### src/verilog/ifer_pkg.sv
// constants and carriers for the interrupt flag/enable register block
// assumes a single 125 MHz clock and a plain strobe register port
//
// Contract
// - Software sets or clears one enable bit per external pin one and two, gating that pin's interrupt.
// - Every flag sets on its event regardless of its own enable and of the global enable.
// - Unimplemented bits read as zero and ignore writes.
// - The parallel port flag in bit 7 sets when an external port access completes and only software clears it.
// - On 28-pin variants the parallel port flag is unimplemented and reads as zero.
// - The conversion flag sets when a conversion finishes and stays set until software clears it.
// - The serial receive flag is read-only and mirrors a full receive buffer, cleared by reading the buffer.
// - The serial transmit flag is read-only and high while the transmit buffer is empty, cleared by writing it.
// - The sync serial flag sets when a transfer completes and stays set until software clears it.
// - The capture/compare flag sets on capture or compare match and is unused in pulse-width mode.
// - The timer two flag sets when its count equals the period value and stays set until cleared.
// - The timer one flag sets when its count overflows and stays set until cleared.
package ifer_pkg;
	localparam logic [1:0] IFER_OFS_XCTL  = 2'h0;
	localparam logic [1:0] IFER_OFS_PFLG  = 2'h1;
	localparam logic [1:0] IFER_OFS_PEN   = 2'h2;
	localparam logic [1:0] IFER_OFS_GCTL  = 2'h3;
	localparam int IFER_XCTL_P2 = 7;
	localparam int IFER_XCTL_P1 = 6;
	localparam int IFER_XCTL_E2 = 4;
	localparam int IFER_XCTL_E1 = 3;
	localparam int IFER_XCTL_F2 = 1;
	localparam int IFER_XCTL_F1 = 0;
	localparam logic [7:0] IFER_XCTL_WMASK = 8'hdb;
	localparam logic [7:0] IFER_XCTL_RST   = 8'hc0;
	localparam int IFER_PF_PAR = 7;
	localparam int IFER_PF_ADC = 6;
	localparam int IFER_PF_RX  = 5;
	localparam int IFER_PF_TX  = 4;
	localparam int IFER_PF_SSP = 3;
	localparam int IFER_PF_CCP = 2;
	localparam int IFER_PF_T2  = 1;
	localparam int IFER_PF_T1  = 0;
	localparam logic [7:0] IFER_PFLG_RST  = 8'h00;
	localparam logic [7:0] IFER_PFLG_STKY = 8'hcf;
	localparam logic [7:0] IFER_PEN_RST   = 8'h00;
	localparam logic [7:0] IFER_GCTL_RST  = 8'h00;
	localparam int IFER_SYNC_STAGES = 2;

	// peripheral event pulses, one cycle each, same clock
	typedef struct packed {
		logic par_done;
		logic adc_done;
		logic ssp_done;
		logic ccp_event;
		logic t2_match;
		logic t1_ovf;
	} ifer_evt_s;

	// requests toward the core
	typedef struct packed {
		logic hi;
		logic lo;
	} ifer_req_s;
endpackage

### src/verilog/ifer_edge.sv
// synchroniser and rising edge detector for one external interrupt pin
// assumes pin is asynchronous to ref_clk
`timescale 1ns/10ps
`default_nettype none
module ifer_edge import ifer_pkg::*; (
	// clock and reset
	input  wire logic ref_clk,
	input  wire logic reset_n,
	// pin and event
	input  wire logic pin,
	output logic      pulse
);
	typedef struct packed {
		logic s1;
		logic s2;
		logic s3;
	} ifer_edge_s;
	ifer_edge_s st_q, st_d;

	always_comb begin
		st_d = st_q;
		st_d.s1 = pin;
		st_d.s2 = st_q.s1;
		st_d.s3 = st_q.s2;
	end

	always_ff @(posedge ref_clk) begin
		if (!reset_n) begin
			st_q <= '0;
		end else begin
			st_q <= st_d;
		end
	end

	assign pulse = st_q.s2 & ~st_q.s3;
endmodule
`default_nettype wire

### src/verilog/ifer_top.sv
// interrupt flag, enable and priority registers for two external pins
// and the first peripheral flag bank; assumes event pulses from peripherals
// on ref_clk and a strobe register port with read data one cycle later
`timescale 1ns/10ps
`default_nettype none
module ifer_top import ifer_pkg::*; #(
	parameter bit PIN28 = 1'b0
) (
	// clock and reset
	input  wire logic       ref_clk,
	input  wire logic       reset_n,
	// register port
	input  wire logic [1:0] reg_addr,
	input  wire logic [7:0] reg_wdata,
	input  wire logic       reg_wr,
	input  wire logic       reg_rd,
	output logic      [7:0] reg_rdata,
	// external pins
	input  wire logic       ext_pin1,
	input  wire logic       ext_pin2,
	// peripheral events and buffer states
	input  wire ifer_evt_s  evt,
	input  wire logic       rx_buf_full,
	input  wire logic       tx_buf_empty,
	input  wire logic       pwm_mode,
	// requests toward the core
	output ifer_req_s       req,
	output logic            irq
);
	typedef struct packed {
		logic [7:0] xctl;
		logic [7:0] pflg;
		logic [7:0] pen;
		logic [7:0] gctl;
		logic [7:0] rdata;
		ifer_req_s  req;
		logic       irq;
	} ifer_state_s;
	ifer_state_s st_q, st_d;

	logic pin1_evt;
	logic pin2_evt;
	logic [7:0] pflg_view;
	logic [7:0] set_p;
	logic global_irq_enable;
	logic req1, req2;
	logic [7:0] preq;

	ifer_edge u_pin1 (
		.ref_clk (ref_clk),
		.reset_n (reset_n),
		.pin     (ext_pin1),
		.pulse   (pin1_evt)
	);
	ifer_edge u_pin2 (
		.ref_clk (ref_clk),
		.reset_n (reset_n),
		.pin     (ext_pin2),
		.pulse   (pin2_evt)
	);

	always_comb begin
		set_p = '0;
		set_p[IFER_PF_PAR] = evt.par_done & ~PIN28;
		set_p[IFER_PF_ADC] = evt.adc_done;
		set_p[IFER_PF_SSP] = evt.ssp_done;
		set_p[IFER_PF_CCP] = evt.ccp_event & ~pwm_mode;
		set_p[IFER_PF_T2]  = evt.t2_match;
		set_p[IFER_PF_T1]  = evt.t1_ovf;
	end

	// rx/tx flags are live mirrors of the buffer states
	always_comb begin
		pflg_view = st_q.pflg & IFER_PFLG_STKY;
		pflg_view[IFER_PF_RX] = rx_buf_full;
		pflg_view[IFER_PF_TX] = tx_buf_empty;
		if (PIN28) begin
			pflg_view[IFER_PF_PAR] = 1'b0;
		end
	end

	assign global_irq_enable  = st_q.gctl[0];
	assign req1 = st_q.xctl[IFER_XCTL_F1] & st_q.xctl[IFER_XCTL_E1] & global_irq_enable;
	assign req2 = st_q.xctl[IFER_XCTL_F2] & st_q.xctl[IFER_XCTL_E2] & global_irq_enable;
	assign preq = pflg_view & st_q.pen & {8{global_irq_enable}};

	always_comb begin
		st_d = st_q;
		// software write; hardware set below wins over a clear
		if (reg_wr) begin
			unique case (reg_addr)
				IFER_OFS_XCTL: st_d.xctl = reg_wdata & IFER_XCTL_WMASK;
				IFER_OFS_PFLG: st_d.pflg = reg_wdata & IFER_PFLG_STKY;
				IFER_OFS_PEN:  st_d.pen  = reg_wdata;
				IFER_OFS_GCTL: st_d.gctl = {7'h00, reg_wdata[0]};
			endcase
		end
		st_d.xctl[IFER_XCTL_F1] = st_d.xctl[IFER_XCTL_F1] | pin1_evt;
		st_d.xctl[IFER_XCTL_F2] = st_d.xctl[IFER_XCTL_F2] | pin2_evt;
		st_d.pflg = st_d.pflg | set_p;
		st_d.rdata = 8'h00;
		if (reg_rd) begin
			unique case (reg_addr)
				IFER_OFS_XCTL: st_d.rdata = st_q.xctl & IFER_XCTL_WMASK;
				IFER_OFS_PFLG: st_d.rdata = pflg_view;
				IFER_OFS_PEN:  st_d.rdata = st_q.pen;
				IFER_OFS_GCTL: st_d.rdata = st_q.gctl;
			endcase
		end
		// priority routing of the pin requests, peripherals at high level
		st_d.req.hi = (req1 & st_q.xctl[IFER_XCTL_P1]) | (req2 & st_q.xctl[IFER_XCTL_P2]) | (|preq);
		st_d.req.lo = (req1 & ~st_q.xctl[IFER_XCTL_P1]) | (req2 & ~st_q.xctl[IFER_XCTL_P2]);
		st_d.irq = st_d.req.hi | st_d.req.lo;
	end

	always_ff @(posedge ref_clk) begin
		if (!reset_n) begin
			st_q.xctl  <= IFER_XCTL_RST;
			st_q.pflg  <= IFER_PFLG_RST;
			st_q.pen   <= IFER_PEN_RST;
			st_q.gctl  <= IFER_GCTL_RST;
			st_q.rdata <= 8'h00;
			st_q.req   <= '0;
			st_q.irq   <= 1'b0;
		end else begin
			st_q <= st_d;
		end
	end

	assign reg_rdata = st_q.rdata;
	assign req       = st_q.req;
	assign irq       = st_q.irq;

	AST_FLAG_SETS_UNGATED: assert property (@(posedge ref_clk) disable iff (!reset_n)
		evt.t1_ovf |=> st_q.pflg[IFER_PF_T1])
		else $error("timer one flag missed its event");
	AST_FLAG_STICKY: assert property (@(posedge ref_clk) disable iff (!reset_n)
		st_q.pflg[IFER_PF_T1] && !(reg_wr && reg_addr == IFER_OFS_PFLG) |=> st_q.pflg[IFER_PF_T1])
		else $error("timer one flag dropped without a write");
	AST_ADC_SET: assert property (@(posedge ref_clk) disable iff (!reset_n)
		evt.adc_done |=> st_q.pflg[IFER_PF_ADC])
		else $error("conversion flag not set");
	AST_RESERVED_ZERO: assert property (@(posedge ref_clk) disable iff (!reset_n)
		reg_rd && reg_addr == IFER_OFS_XCTL |=> reg_rdata[5] == 1'b0 && reg_rdata[2] == 1'b0)
		else $error("reserved bit read as one");
	AST_RX_MIRROR: assert property (@(posedge ref_clk) disable iff (!reset_n)
		reg_rd && reg_addr == IFER_OFS_PFLG |=> reg_rdata[IFER_PF_RX] == $past(rx_buf_full))
		else $error("receive flag not mirroring buffer");
	AST_TX_MIRROR: assert property (@(posedge ref_clk) disable iff (!reset_n)
		reg_rd && reg_addr == IFER_OFS_PFLG |=> reg_rdata[IFER_PF_TX] == $past(tx_buf_empty))
		else $error("transmit flag not mirroring buffer");
	AST_PIN28_ZERO: assert property (@(posedge ref_clk) disable iff (!reset_n)
		PIN28 && reg_rd && reg_addr == IFER_OFS_PFLG |=> !reg_rdata[IFER_PF_PAR])
		else $error("parallel flag visible on small package");
	AST_PIN_FLAG: assert property (@(posedge ref_clk) disable iff (!reset_n)
		$rose(u_pin1.st_q.s2) |=> st_q.xctl[IFER_XCTL_F1])
		else $error("pin one flag not set");
	AST_GATED_REQ: assert property (@(posedge ref_clk) disable iff (!reset_n)
		!global_irq_enable |=> !req.lo)
		else $error("request without global enable");
	AST_PRIO: assert property (@(posedge ref_clk) disable iff (!reset_n)
		req1 && !st_q.xctl[IFER_XCTL_P1] |=> req.lo)
		else $error("low priority pin not routed low");
	AST_CCP_PWM: assert property (@(posedge ref_clk) disable iff (!reset_n)
		!st_q.pflg[IFER_PF_CCP] && pwm_mode && !(reg_wr && reg_addr == IFER_OFS_PFLG) |=> !st_q.pflg[IFER_PF_CCP])
		else $error("capture flag set in pulse-width mode");
	AST_ENABLE_GATE: assert property (@(posedge ref_clk) disable iff (!reset_n)
		!st_q.xctl[IFER_XCTL_E1] && !st_q.xctl[IFER_XCTL_E2] && !(|preq) |=> !irq)
		else $error("interrupt with pins disabled");
endmodule
`default_nettype wire

### config.mk
export PLATFORM = sky130hd
export DESIGN_NAME = ifer_top
export DESIGN_NICKNAME = d
export VERILOG_FILES = /design/src/verilog/ifer_pkg.sv /design/src/verilog/ifer_edge.sv /design/src/verilog/ifer_top.sv
export SDC_FILE = /design/constraint.sdc
export NUM_CORES = 1
export LEC_CHECK = 0
export BUFFER_PORTS_ARGS = -buffer_cell sky130_fd_sc_hd__buf_2
export CAP_MARGIN = 20
export CORE_MARGIN = 3
export CORE_UTILIZATION = 45
export CTS_CLUSTER_DIAMETER = 50
export CTS_CLUSTER_SIZE = 24
export DETAILED_ROUTE_END_ITERATION = 10
export PLACE_DENSITY = 0.65
export SLEW_MARGIN = 40
export SYNTH_ARGS = -nofsm -noshare
export SYNTH_HDL_FRONTEND = slang
export SYNTH_HIERARCHICAL = 1
export SYNTH_SLANG_ARGS = --single-unit
### constraint.sdc
create_clock -name ref_clk -period 1.6 [get_ports ref_clk]
set_input_delay 0.32 -clock ref_clk [delete_from_list [all_inputs] [get_ports ref_clk]]
set_output_delay 0.32 -clock ref_clk [all_outputs]
set_load 0.05 [all_outputs]
Word level (Yosys, flattened, before mapping). Index checks and enable logic that the tools add are counted.

Equality and inequality tests: 3. Multiplexer cells: 6. Bitwise gates (word level): 25. Reduce and logical (&&, ||, !) cells: 6.

Operator list (count): 8-bit case mux with 4 select lines (1); 26-bit 2-to-1 mux (1); 8-bit bitwise AND (2); 8-bit 2-to-1 mux (2); 1-bit bitwise AND (11); 8-bit bitwise OR (1); 2-bit AND reduction (4); 8-bit OR reduction (1); 1-bit bitwise OR (6); 1-bit NOT (5); 2-bit == test, second input constant (2); 2-bit by 1-bit == test with 1-bit output, second input constant (1); 2-bit logical NOT (1); 2-bit 2-to-1 mux (1); 1-bit 2-to-1 mux (1).

Register bits: 40. Bits of input ports: 25. Output and inout port bits: 11. Logic and storage cells: 55.

Depth between registers and ports, before layout. Gate-level depths: netlist of run 1.

Depth after elaboration: 6. Mapped depth: 5. Gate-level depth less buffers: 3.

By module. The synthesis of run 1 kept the hierarchy.

By module, submodules not included: ifer_top (times used 1, cells each 143, area an instance 1465.2 µm², sequential area each 640.6 µm²); ifer_edge (times used 2, cells each 7, area an instance 92.6 µm², sequential area each 60.1 µm²).

Worst setup path after synthesis of run 1. No wires, ideal clock.

Path kind: input -> register. From: input port reg_addr[0]. To: register st_q[35] (netlist name). Library setup time: 115 ps. Arrival time: 1154 ps. Required time: 1485 ps. Slack: 332 ps. Cell stages on the path: 3. Path buffers: 0. Cells stage by stage: nor3b_4 mux2_1 o21a_1.

Cells in the longest elaborated chain, start to end: 4.

Ends and longest elaborated chain: from (decl) (line ifer_top.sv:13) `input wire logic [1:0] reg_addr,`; 2-bit logical NOT (line ifer_top.sv:91) `unique case (reg_addr)`; 2-bit 2-to-1 mux (line ifer_top.sv:91); 26-bit 2-to-1 mux (line ifer_top.sv:90) `if (reg_wr) begin`; 1-bit bitwise OR (line ifer_top.sv:98) `st_d.xctl[IFER_XCTL_F1] = st_d.xctl[IFER_XCTL_F1] | pin1_evt;`; to (signal assigned) (line ifer_top.sv:126) `st_q <= st_d;`; to (decl) (line ifer_top.sv:39) `ifer_state_s st_q, st_d;`.

Every way passes these cells. A chain may end at the register's enable or synchronous reset.

Worst setup path after layout of run 1.
From: register st_q (netlist bit pflg_view[7]). To: register req[1] (netlist name).

Cells in the longest elaborated chain, start to end: 4.

Ends and longest elaborated chain: 8-bit bitwise AND (2 in series) (line ifer_top.sv:85) `assign preq = pflg_view & st_q.pen & {8{global_irq_enable}};`; 8-bit OR reduction (line ifer_top.sv:111) `st_d.req.hi = (req1 & st_q.xctl[IFER_XCTL_P1]) | (req2 & st_q.xctl[IFER_XCTL_P2]) | (|preq);`; 1-bit bitwise OR (line ifer_top.sv:111).

Every way passes these cells.

==> qor.txt, run 1 <==
status: finished, final reports clean
total power: 1.855 mW
WS Path Type: flop to flop
clk_lat worst skew: 0.28 ns
TritonRoute pass-1 iters: 4
synthesis-to-layout area growth: 14.25%
Root Driver: clkbuf_8
Post-Route WL: 3457 microns
largest net degree at the start of global routing: 17
num rows: 21
antenna diode instance count: 0
DPL Wire Length: 2609 microns
CTS tree: built
CP bufs+invs: 0
Filler cells: 348
Ys Warns: 6
gp weighted congestion: 0.8695
first-pass GRT wire length: 5685 microns
detail-routed via count per cell: 5.306
Rel. slew slack: 69.35%
cell total after placement: 226
total CTS buffers: 5
Total GRT Usage: 17.56%
pwr dens: 983.8 mW/mm^2
Syn Area/Cell: 10.51 sq um
total grt overflow: 0
Final period util: 74.78%
Leak Pwr: 0.8107 nW
RSZ-0062 raised after global routing: false
Slowest Stage Delay on Critical Path: 0.34 ns
fin cells: 232
Arr. time, crit path: 1.34 ns
Max-Cap Viols: 0
clock input transition at the sequential cells of the worst setup and hold paths: 0.07 ns
CP top delay family: compound AO/OA/AOI/OAI gates
slowest CP cell: dfxtp_1
ordered list of cells on the worst path: a22o_1 > a221oi_1 > a41oi_1
Max FO, Critical Path: 3
Critical Path RT: 1.74 ns
most common cell after layout, fill and taps aside: dfxtp_1
Post-DP Area: 0.001803 sq mm
most frequent cells in the layout: dfxtp_1 (38), buf_2 (35), nand2_1 (16), nand3_1 (11), mux2i_1 (11)
CTS H-Tree Depth: 2
clk sink count: 38
Bufs on Longest Clock Path: 2
Post-CTS Setup Bufs: 0
count of pins over their slew limit: 0
DRT iter0 DRCs: 71
measured slew at the worst slew-check pin: 0.4589 ns
drt wl/cell: 14.90 microns
# hold bufs at CTS: 0
CORE AREA: 0.003442 sq mm
fin util: 54.78%
final setup violation count: 0
Synth Register Bits: 38
die height: 66.56 microns
sequential-to-total area share from yosys stat: 46.10%
Resize count post-CTS: 0
Clock Skews: 0.004107 ns
vias in the first global route: 1191
DRC: 0
setup TNS: 0 ns
Hold Violations, Final: 0
I/O pin total: 36
Crit. End Element: flop
Syn Inst Count: 157
fraction of layout cells with a size suffix above 1: 30.65%
Worst VDD drop: 0.0005073 V
FMAX: 0.8358 GHz
startpoint types: flop
initial antenna violation count: 0
Hold Crit Class: primary input to flop
routed vias: 1231
Post-Syn Area: 0.001650 sq mm
Starting Density: 47.95%
Post-DRT Antenna Nets: 0
syn nets: 182
final instance area: 0.001886 sq mm
die area: 0.004430 sq mm
port bufs: 35
layout net count: 212
Die W: 66.56 microns
fin crit period: 1.196 ns
Unique masters post-synth: 29
-- synthesized netlist by cell type (all sizes together) --
| cell | count | share of area, % |
|---|---|---|
| dfxtp | 38 | 46 |
| nand2 | 16 | 3.6 |
| buf | 14 | 6.4 |
| mux2i | 11 | 6.7 |
| nand3 | 11 | 3.3 |
| a21boi | 9 | 4.1 |
| nor2b | 8 | 3.9 |
| mux2 | 7 | 5.9 |
| o21a | 7 | 3.2 |
| and2 | 6 | 2.3 |
| nor2 | 6 | 1.4 |
| a2bb2oi | 3 | 1.6 |
| clkbuf | 3 | 0.68 |
| a21oi | 2 | 0.61 |
| a221oi | 2 | 1.1 |
| a22o | 2 | 1.1 |
| a22oi | 2 | 0.91 |
| a41oi | 2 | 1.1 |
| nand3b | 2 | 1.7 |
| or2 | 2 | 0.76 |
| mux4 | 1 | 1.6 |
| nand2b | 1 | 0.38 |
| nor3b | 1 | 1.1 |
| o22a | 1 | 0.53 |
-- cell families (layout without fill, tap and decap cells) --
group	Yosys count	in the layout	synth area share, %
muxes	19	19	14.18
and+or+nand+nor	53	53	18.50
DFF	38	38	46.10
buffers and inverters	17	46	7.126
AOI/OAI and AO/OA	30	30	14.10
-- path summary, 6_finish.rpt --
path,startpoint,end,slack [ns],cells after the start
setup / recovery,pflg_view[7]$_SDFF_PN0_,req[1]$_SDFF_PN0_,0.40,3
hold / removal,ext_pin1,u_pin1/st_d[1]$_SDFF_PN0_,0.24,2
setup reg to reg,pflg_view[7]$_SDFF_PN0_,req[1]$_SDFF_PN0_,0.40,3
hold reg to reg,u_pin1/st_d[1]$_SDFF_PN0_,u_pin1/st_d[0]$_SDFF_PN0_,0.42,1
-- final cells by class --
| type | count | area (sq um) | area share [%] |
|---|---|---|---|
| sequential | 38 | 760.7 | 40.35 |
| clock buffer | 6 | 82.58 | 4.380 |
| multi-input combinational | 102 | 772.0 | 40.94 |
| timing repair buffer | 40 | 212.7 | 11.28 |
| tap | 46 | 57.56 | 3.052 |
-- registers in the layout, summed over array words and instances (netlist names) --
name	count
st_q	14
reg_rdata	8
pflg_view	6
req	2
u_pin1/st_d	2
u_pin2/st_d	2
global_irq_enable	1
irq	1
u_pin1/st_q	1
u_pin2/st_q	1
-- where the power goes --
part           internal (mW)  total (mW)  switching (mW)
Combinational          0.106       0.214           0.108
Sequential             0.984        1.01          0.0282
Clock                  0.332       0.629           0.297
-- routing by layer --
| layer | global-route usage, % | vias to the layer above | part of all wire (%) |
|---|---|---|---|
| met5 | 0 | - | 0 |
| met4 | 10.91 | 0 | 2.3 |
| met3 | 4.553 | 8 | 6.4 |
| met2 | 27.97 | 42 | 47 |
| met1 | 20.90 | 586 | 44 |
| li1 | - | 595 | - |
-- per-stage QoR --
step	hold WS, ns	setup WS, ns
2_1_floorplan	0.4057	0.3315
3_3_place_gp	0.4095	0.1470
3_5_place_dp	0.4112	0.1244
4_1_cts	0.2324	0.3719
5_1_grt	0.2499	0.3068
6_report	0.2412	0.4035
Note: power is estimated with default switching activity, not from simulation.
==> inputs of run 2 (changes only) <==
--- a/config.mk
+++ b/config.mk
@@ -5,6 +5,7 @@
 export SDC_FILE = /design/constraint.sdc
 export NUM_CORES = 1
 export LEC_CHECK = 0
+export ABC_AREA = 1
 export BUFFER_PORTS_ARGS = -buffer_cell sky130_fd_sc_hd__buf_2
 export CAP_MARGIN = 20
 export CORE_MARGIN = 3
==> constraint.sdc (replaced) <==
create_clock -name ref_clk -period 1.2 [get_ports ref_clk]
set_input_delay 0.24 -clock ref_clk [delete_from_list [all_inputs] [get_ports ref_clk]]
set_output_delay 0.24 -clock ref_clk [all_outputs]
set_load 0.05 [all_outputs]
==> qor.txt, run 2 <==
Met3 Routed Length: 189 microns (was 221 microns)
routed vias: 1439 (was 1231)
layout net count: 292 (was 212)
Resize count post-CTS: 0 (unchanged)
vias in the first global route: 1377 (was 1191)
Hold Violations, Final: 0 (unchanged)
port bufs: 35 (unchanged)
Switching Fraction: 24.27% (was 23.37%)
Clock Power Share: 37.9% (was 33.9%)
Crit Reg-Reg Startpoint: pflg_view[0]$_SDFF_PN0_ (was pflg_view[7]$_SDFF_PN0_)
Hold EP: u_pin1/st_d[1]$_SDFF_PN0_ (unchanged)
Bufs on Longest Clock Path: 2 (unchanged)
NetSw: 0.6429 mW (was 0.4335 mW)
largest net degree at the start of global routing: 17 (unchanged)
Ys Warns: 6 (unchanged)
Hold Crit Class: primary input to flop (unchanged)
measured slew at the worst slew-check pin: 0.3665 ns (was 0.4589 ns)
antenna diode instance count: 0 (unchanged)
CTS H-Tree Depth: 2 (unchanged)
dominant synthesized flop cell: dfxtp_1 (unchanged)
fin crit period: 1.095 ns
async set-reset flop share out of synthesis: 0% (unchanged)
WHS Path Cells: 3 (was 2)
fraction of layout cells with a size suffix above 1: 21.64% (was 30.65%)
I/O pin total: 36 (unchanged)
Root Driver: clkbuf_8 (unchanged)
WS Path Type: flop to output pin (was flop to flop)
setup TNS: 0 ns (unchanged)
drt wl/cell: 11.33 microns (was 14.90 microns)
gp weighted congestion: 0.8240 (was 0.8695)
clk_lat worst skew: 0.29 ns (was 0.28 ns)
CP top delay family: flip-flops (was compound AO/OA/AOI/OAI gates)
Final period util: 91.23%
Die W: 66.56 microns (unchanged)
Arr. time, crit path: 0.85 ns (was 1.34 ns)
CTS tree: built (unchanged)
Comb power frac: 11.0% (was 11.5%)
most common cell after layout, fill and taps aside: nand2_1 (was dfxtp_1)
startpoint types: flop (unchanged)
sequential-to-total area share from yosys stat: 46.10% (unchanged)
Crit. End Element: output pin (was flop)
pwr dens: 1357 mW/mm^2 (was 983.8 mW/mm^2)
max FFs per register: 14 (unchanged)
CORE AREA: 0.003442 sq mm (unchanged)
CP bufs+invs: 1 (was 0)
most frequent cells in the layout: nand2_1 (85), dfxtp_1 (38), buf_2 (35), inv_1 (31), nand3_1 (20) (was dfxtp_1 (38), buf_2 (35), nand2_1 (16), nand3_1 (11), mux2i_1 (11))
Seq pwr share: 51.1% (was 54.6%)
fin cells: 314 (was 232)
FMAX: 0.9135 GHz
Rel. slew slack: 75.47% (was 69.35%)
Biggest register: st_q (unchanged)
syn nets: 257 (was 182)
met1 wire length: 1675 microns (was 1516 microns)
DRC: 0 (unchanged)
DPL Wire Length: 2704 microns (was 2609 microns)
most frequent cell after synthesis: nand2_1 (was dfxtp_1)
final setup violation count: 0 (unchanged)
detail-routed via count per cell: 4.583 (was 5.306)
Synth top area share: 46.10% (unchanged)
worst reg2reg setup slack: 0.30 ns (was 0.40 ns)
Max FO, Critical Path: 1 (was 3)
Int Pwr: 2.007 mW (was 1.421 mW)
WL met2: 1615 microns (was 1641 microns)
Worst VDD drop: 0.0005921 V (was 0.0005073 V)
slowest CP cell: dfxtp_1 (unchanged)
clk sink count: 38 (unchanged)
Post-DRT Antenna Nets: 0 (unchanged)
Unique masters post-synth: 18 (was 29)
die area: 0.004430 sq mm (unchanged)
Syn Inst Count: 232 (was 157)
DRT iter0 DRCs: 75 (was 71)
Post-Syn Area: 0.001650 sq mm (unchanged)
synthesis-to-layout area growth: 18.27% (was 14.25%)
RSZ-0062 raised after global routing: false (unchanged)
num rows: 21 (unchanged)
Post-CTS Setup Bufs: 0 (unchanged)
Clock Skews: 0.002897 ns (was 0.004107 ns)
total CTS buffers: 5 (unchanged)
Starting Density: 47.95% (unchanged)
cell total after placement: 306 (was 226)
Synth top cells by count: nand2_1 (85), dfxtp_1 (38), inv_1 (31), nand3_1 (20), a21oi_1 (14) (was dfxtp_1 (38), nand2_1 (16), buf_4 (12), mux2i_1 (11), nand3_1 (11))
Worst Reg-to-Reg Cells: 6 (was 3)
ordered list of cells on the worst path: buf_2 (was a22o_1 > a221oi_1 > a41oi_1)
top area cells in the synthesized netlist: dfxtp_1 (46%), nand2_1 (19%), inv_1 (7.1%) (was dfxtp_1 (46%), mux2i_1 (6.7%), buf_4 (5.5%))
Top Metal Used: met4 (unchanged)
die height: 66.56 microns (unchanged)
fin util: 56.71% (was 54.78%)
Synth Register Bits: 38 (unchanged)
Total GRT Usage: 18.68% (was 17.56%)
count of pins over their slew limit: 0 (unchanged)
Hold Path Origin: ext_pin1 (unchanged)
Critical Path RT: 0.96 ns (was 1.74 ns)
Max-Cap Viols: 0 (unchanged)
leading area contributor after synthesis: dfxtp_1 (unchanged)
Post-Route WL: 3559 microns (was 3457 microns)
initial antenna violation count: 0 (unchanged)
Filler cells: 370 (was 348)
FF-to-FF End: irq$_SDFF_PN0_ (was req[1]$_SDFF_PN0_)
TritonRoute pass-1 iters: 4 (unchanged)
status: finished, final reports clean (unchanged)
total power: 2.649 mW (was 1.855 mW)
number of synthesized flops with an enable pin: 0 (unchanged)
Leak Pwr: 1.042 nW (was 0.8107 nW)
Syn Area/Cell: 7.114 sq um (was 10.51 sq um)
# hold bufs at CTS: 0 (unchanged)
total grt overflow: 0 (unchanged)
clock input transition at the sequential cells of the worst setup and hold paths: 0.07 ns (about the same)
Slowest Stage Delay on Critical Path: 0.31 ns (was 0.34 ns)
first-pass GRT wire length: 6044 microns (was 5685 microns)
run 2: worst max-delay path by stage:
stage | depth (start not counted) | end | slack, ns | startpoint
finish | 1 | reg_rdata[4] | 0.11 | reg_rdata[4]$_SDFF_PN0_
floorplan | 7 | pflg_view[0]$_SDFF_PN0_ | 0.34 | reg_addr[1]
global placement | 8 | pflg_view[1]$_SDFF_PN0_ | 0.04 | reg_addr[1]
global route | 1 | reg_rdata[3] | 0.06 | reg_rdata[3]$_SDFF_PN0_
detailed placement | 8 | pflg_view[1]$_SDFF_PN0_ | 0.004 | reg_addr[1]
CTS | 1 | reg_rdata[4] | 0.09 | reg_rdata[4]$_SDFF_PN0_
run 2: cells by family after synthesis:
kind of cell | Yosys count | synth area share [%]
compound gates | 23 | 7.354
buf+inv | 47 | 13.72
flops | 38 | 46.10
simple gates | 124 | 32.83
run 2: final cells by class:
cell class                 instances  area (sq um)  area share (%)
clock buffer                       8         110.1           5.641
inverter                          34         127.6           6.538
multi-input combinational        147         663.1           33.97
sequential                        38         760.7           38.97
tap                               46         57.56           2.949
timing repair buffer              41         232.7           11.92
run 2: metrics by stage:
| stage | setup slack [ns] | instance area, sq um | hold WS [ns] |
|---|---|---|---|
| global route | 0.06235 | 1952 | 0.1524 |
| floorplan | 0.3392 | 1650 | 0.3335 |
| finish | 0.1053 | 1952 | 0.1338 |
| detailed placement | 0.003515 | 1842 | 0.3966 |
| global placement | 0.03671 | 1842 | 0.3904 |
| CTS | 0.08578 | 1952 | 0.1247 |
run 2: metal layers:
layer | vias to the layer above | GRT usage (%)
li1 | 776 | -
met1 | 624 | 23.42
met2 | 33 | 29.08
met3 | 6 | 5.396
met4 | 0 | 9.137
met5 | - | 0
run 2: power groups by stage:
stage | logic (mW) | clock network [mW] | registers, mW
final | 0.292 | 1.01 | 1.35
after global routing | 0.332 | 1.09 | 1.36
after CTS | 0.294 | 1.04 | 1.35
after detailed placement | 0.293 | 0 | 1.38
after global placement | 0.291 | 0 | 1.38
after floorplan | 0.186 | 0 | 1.37
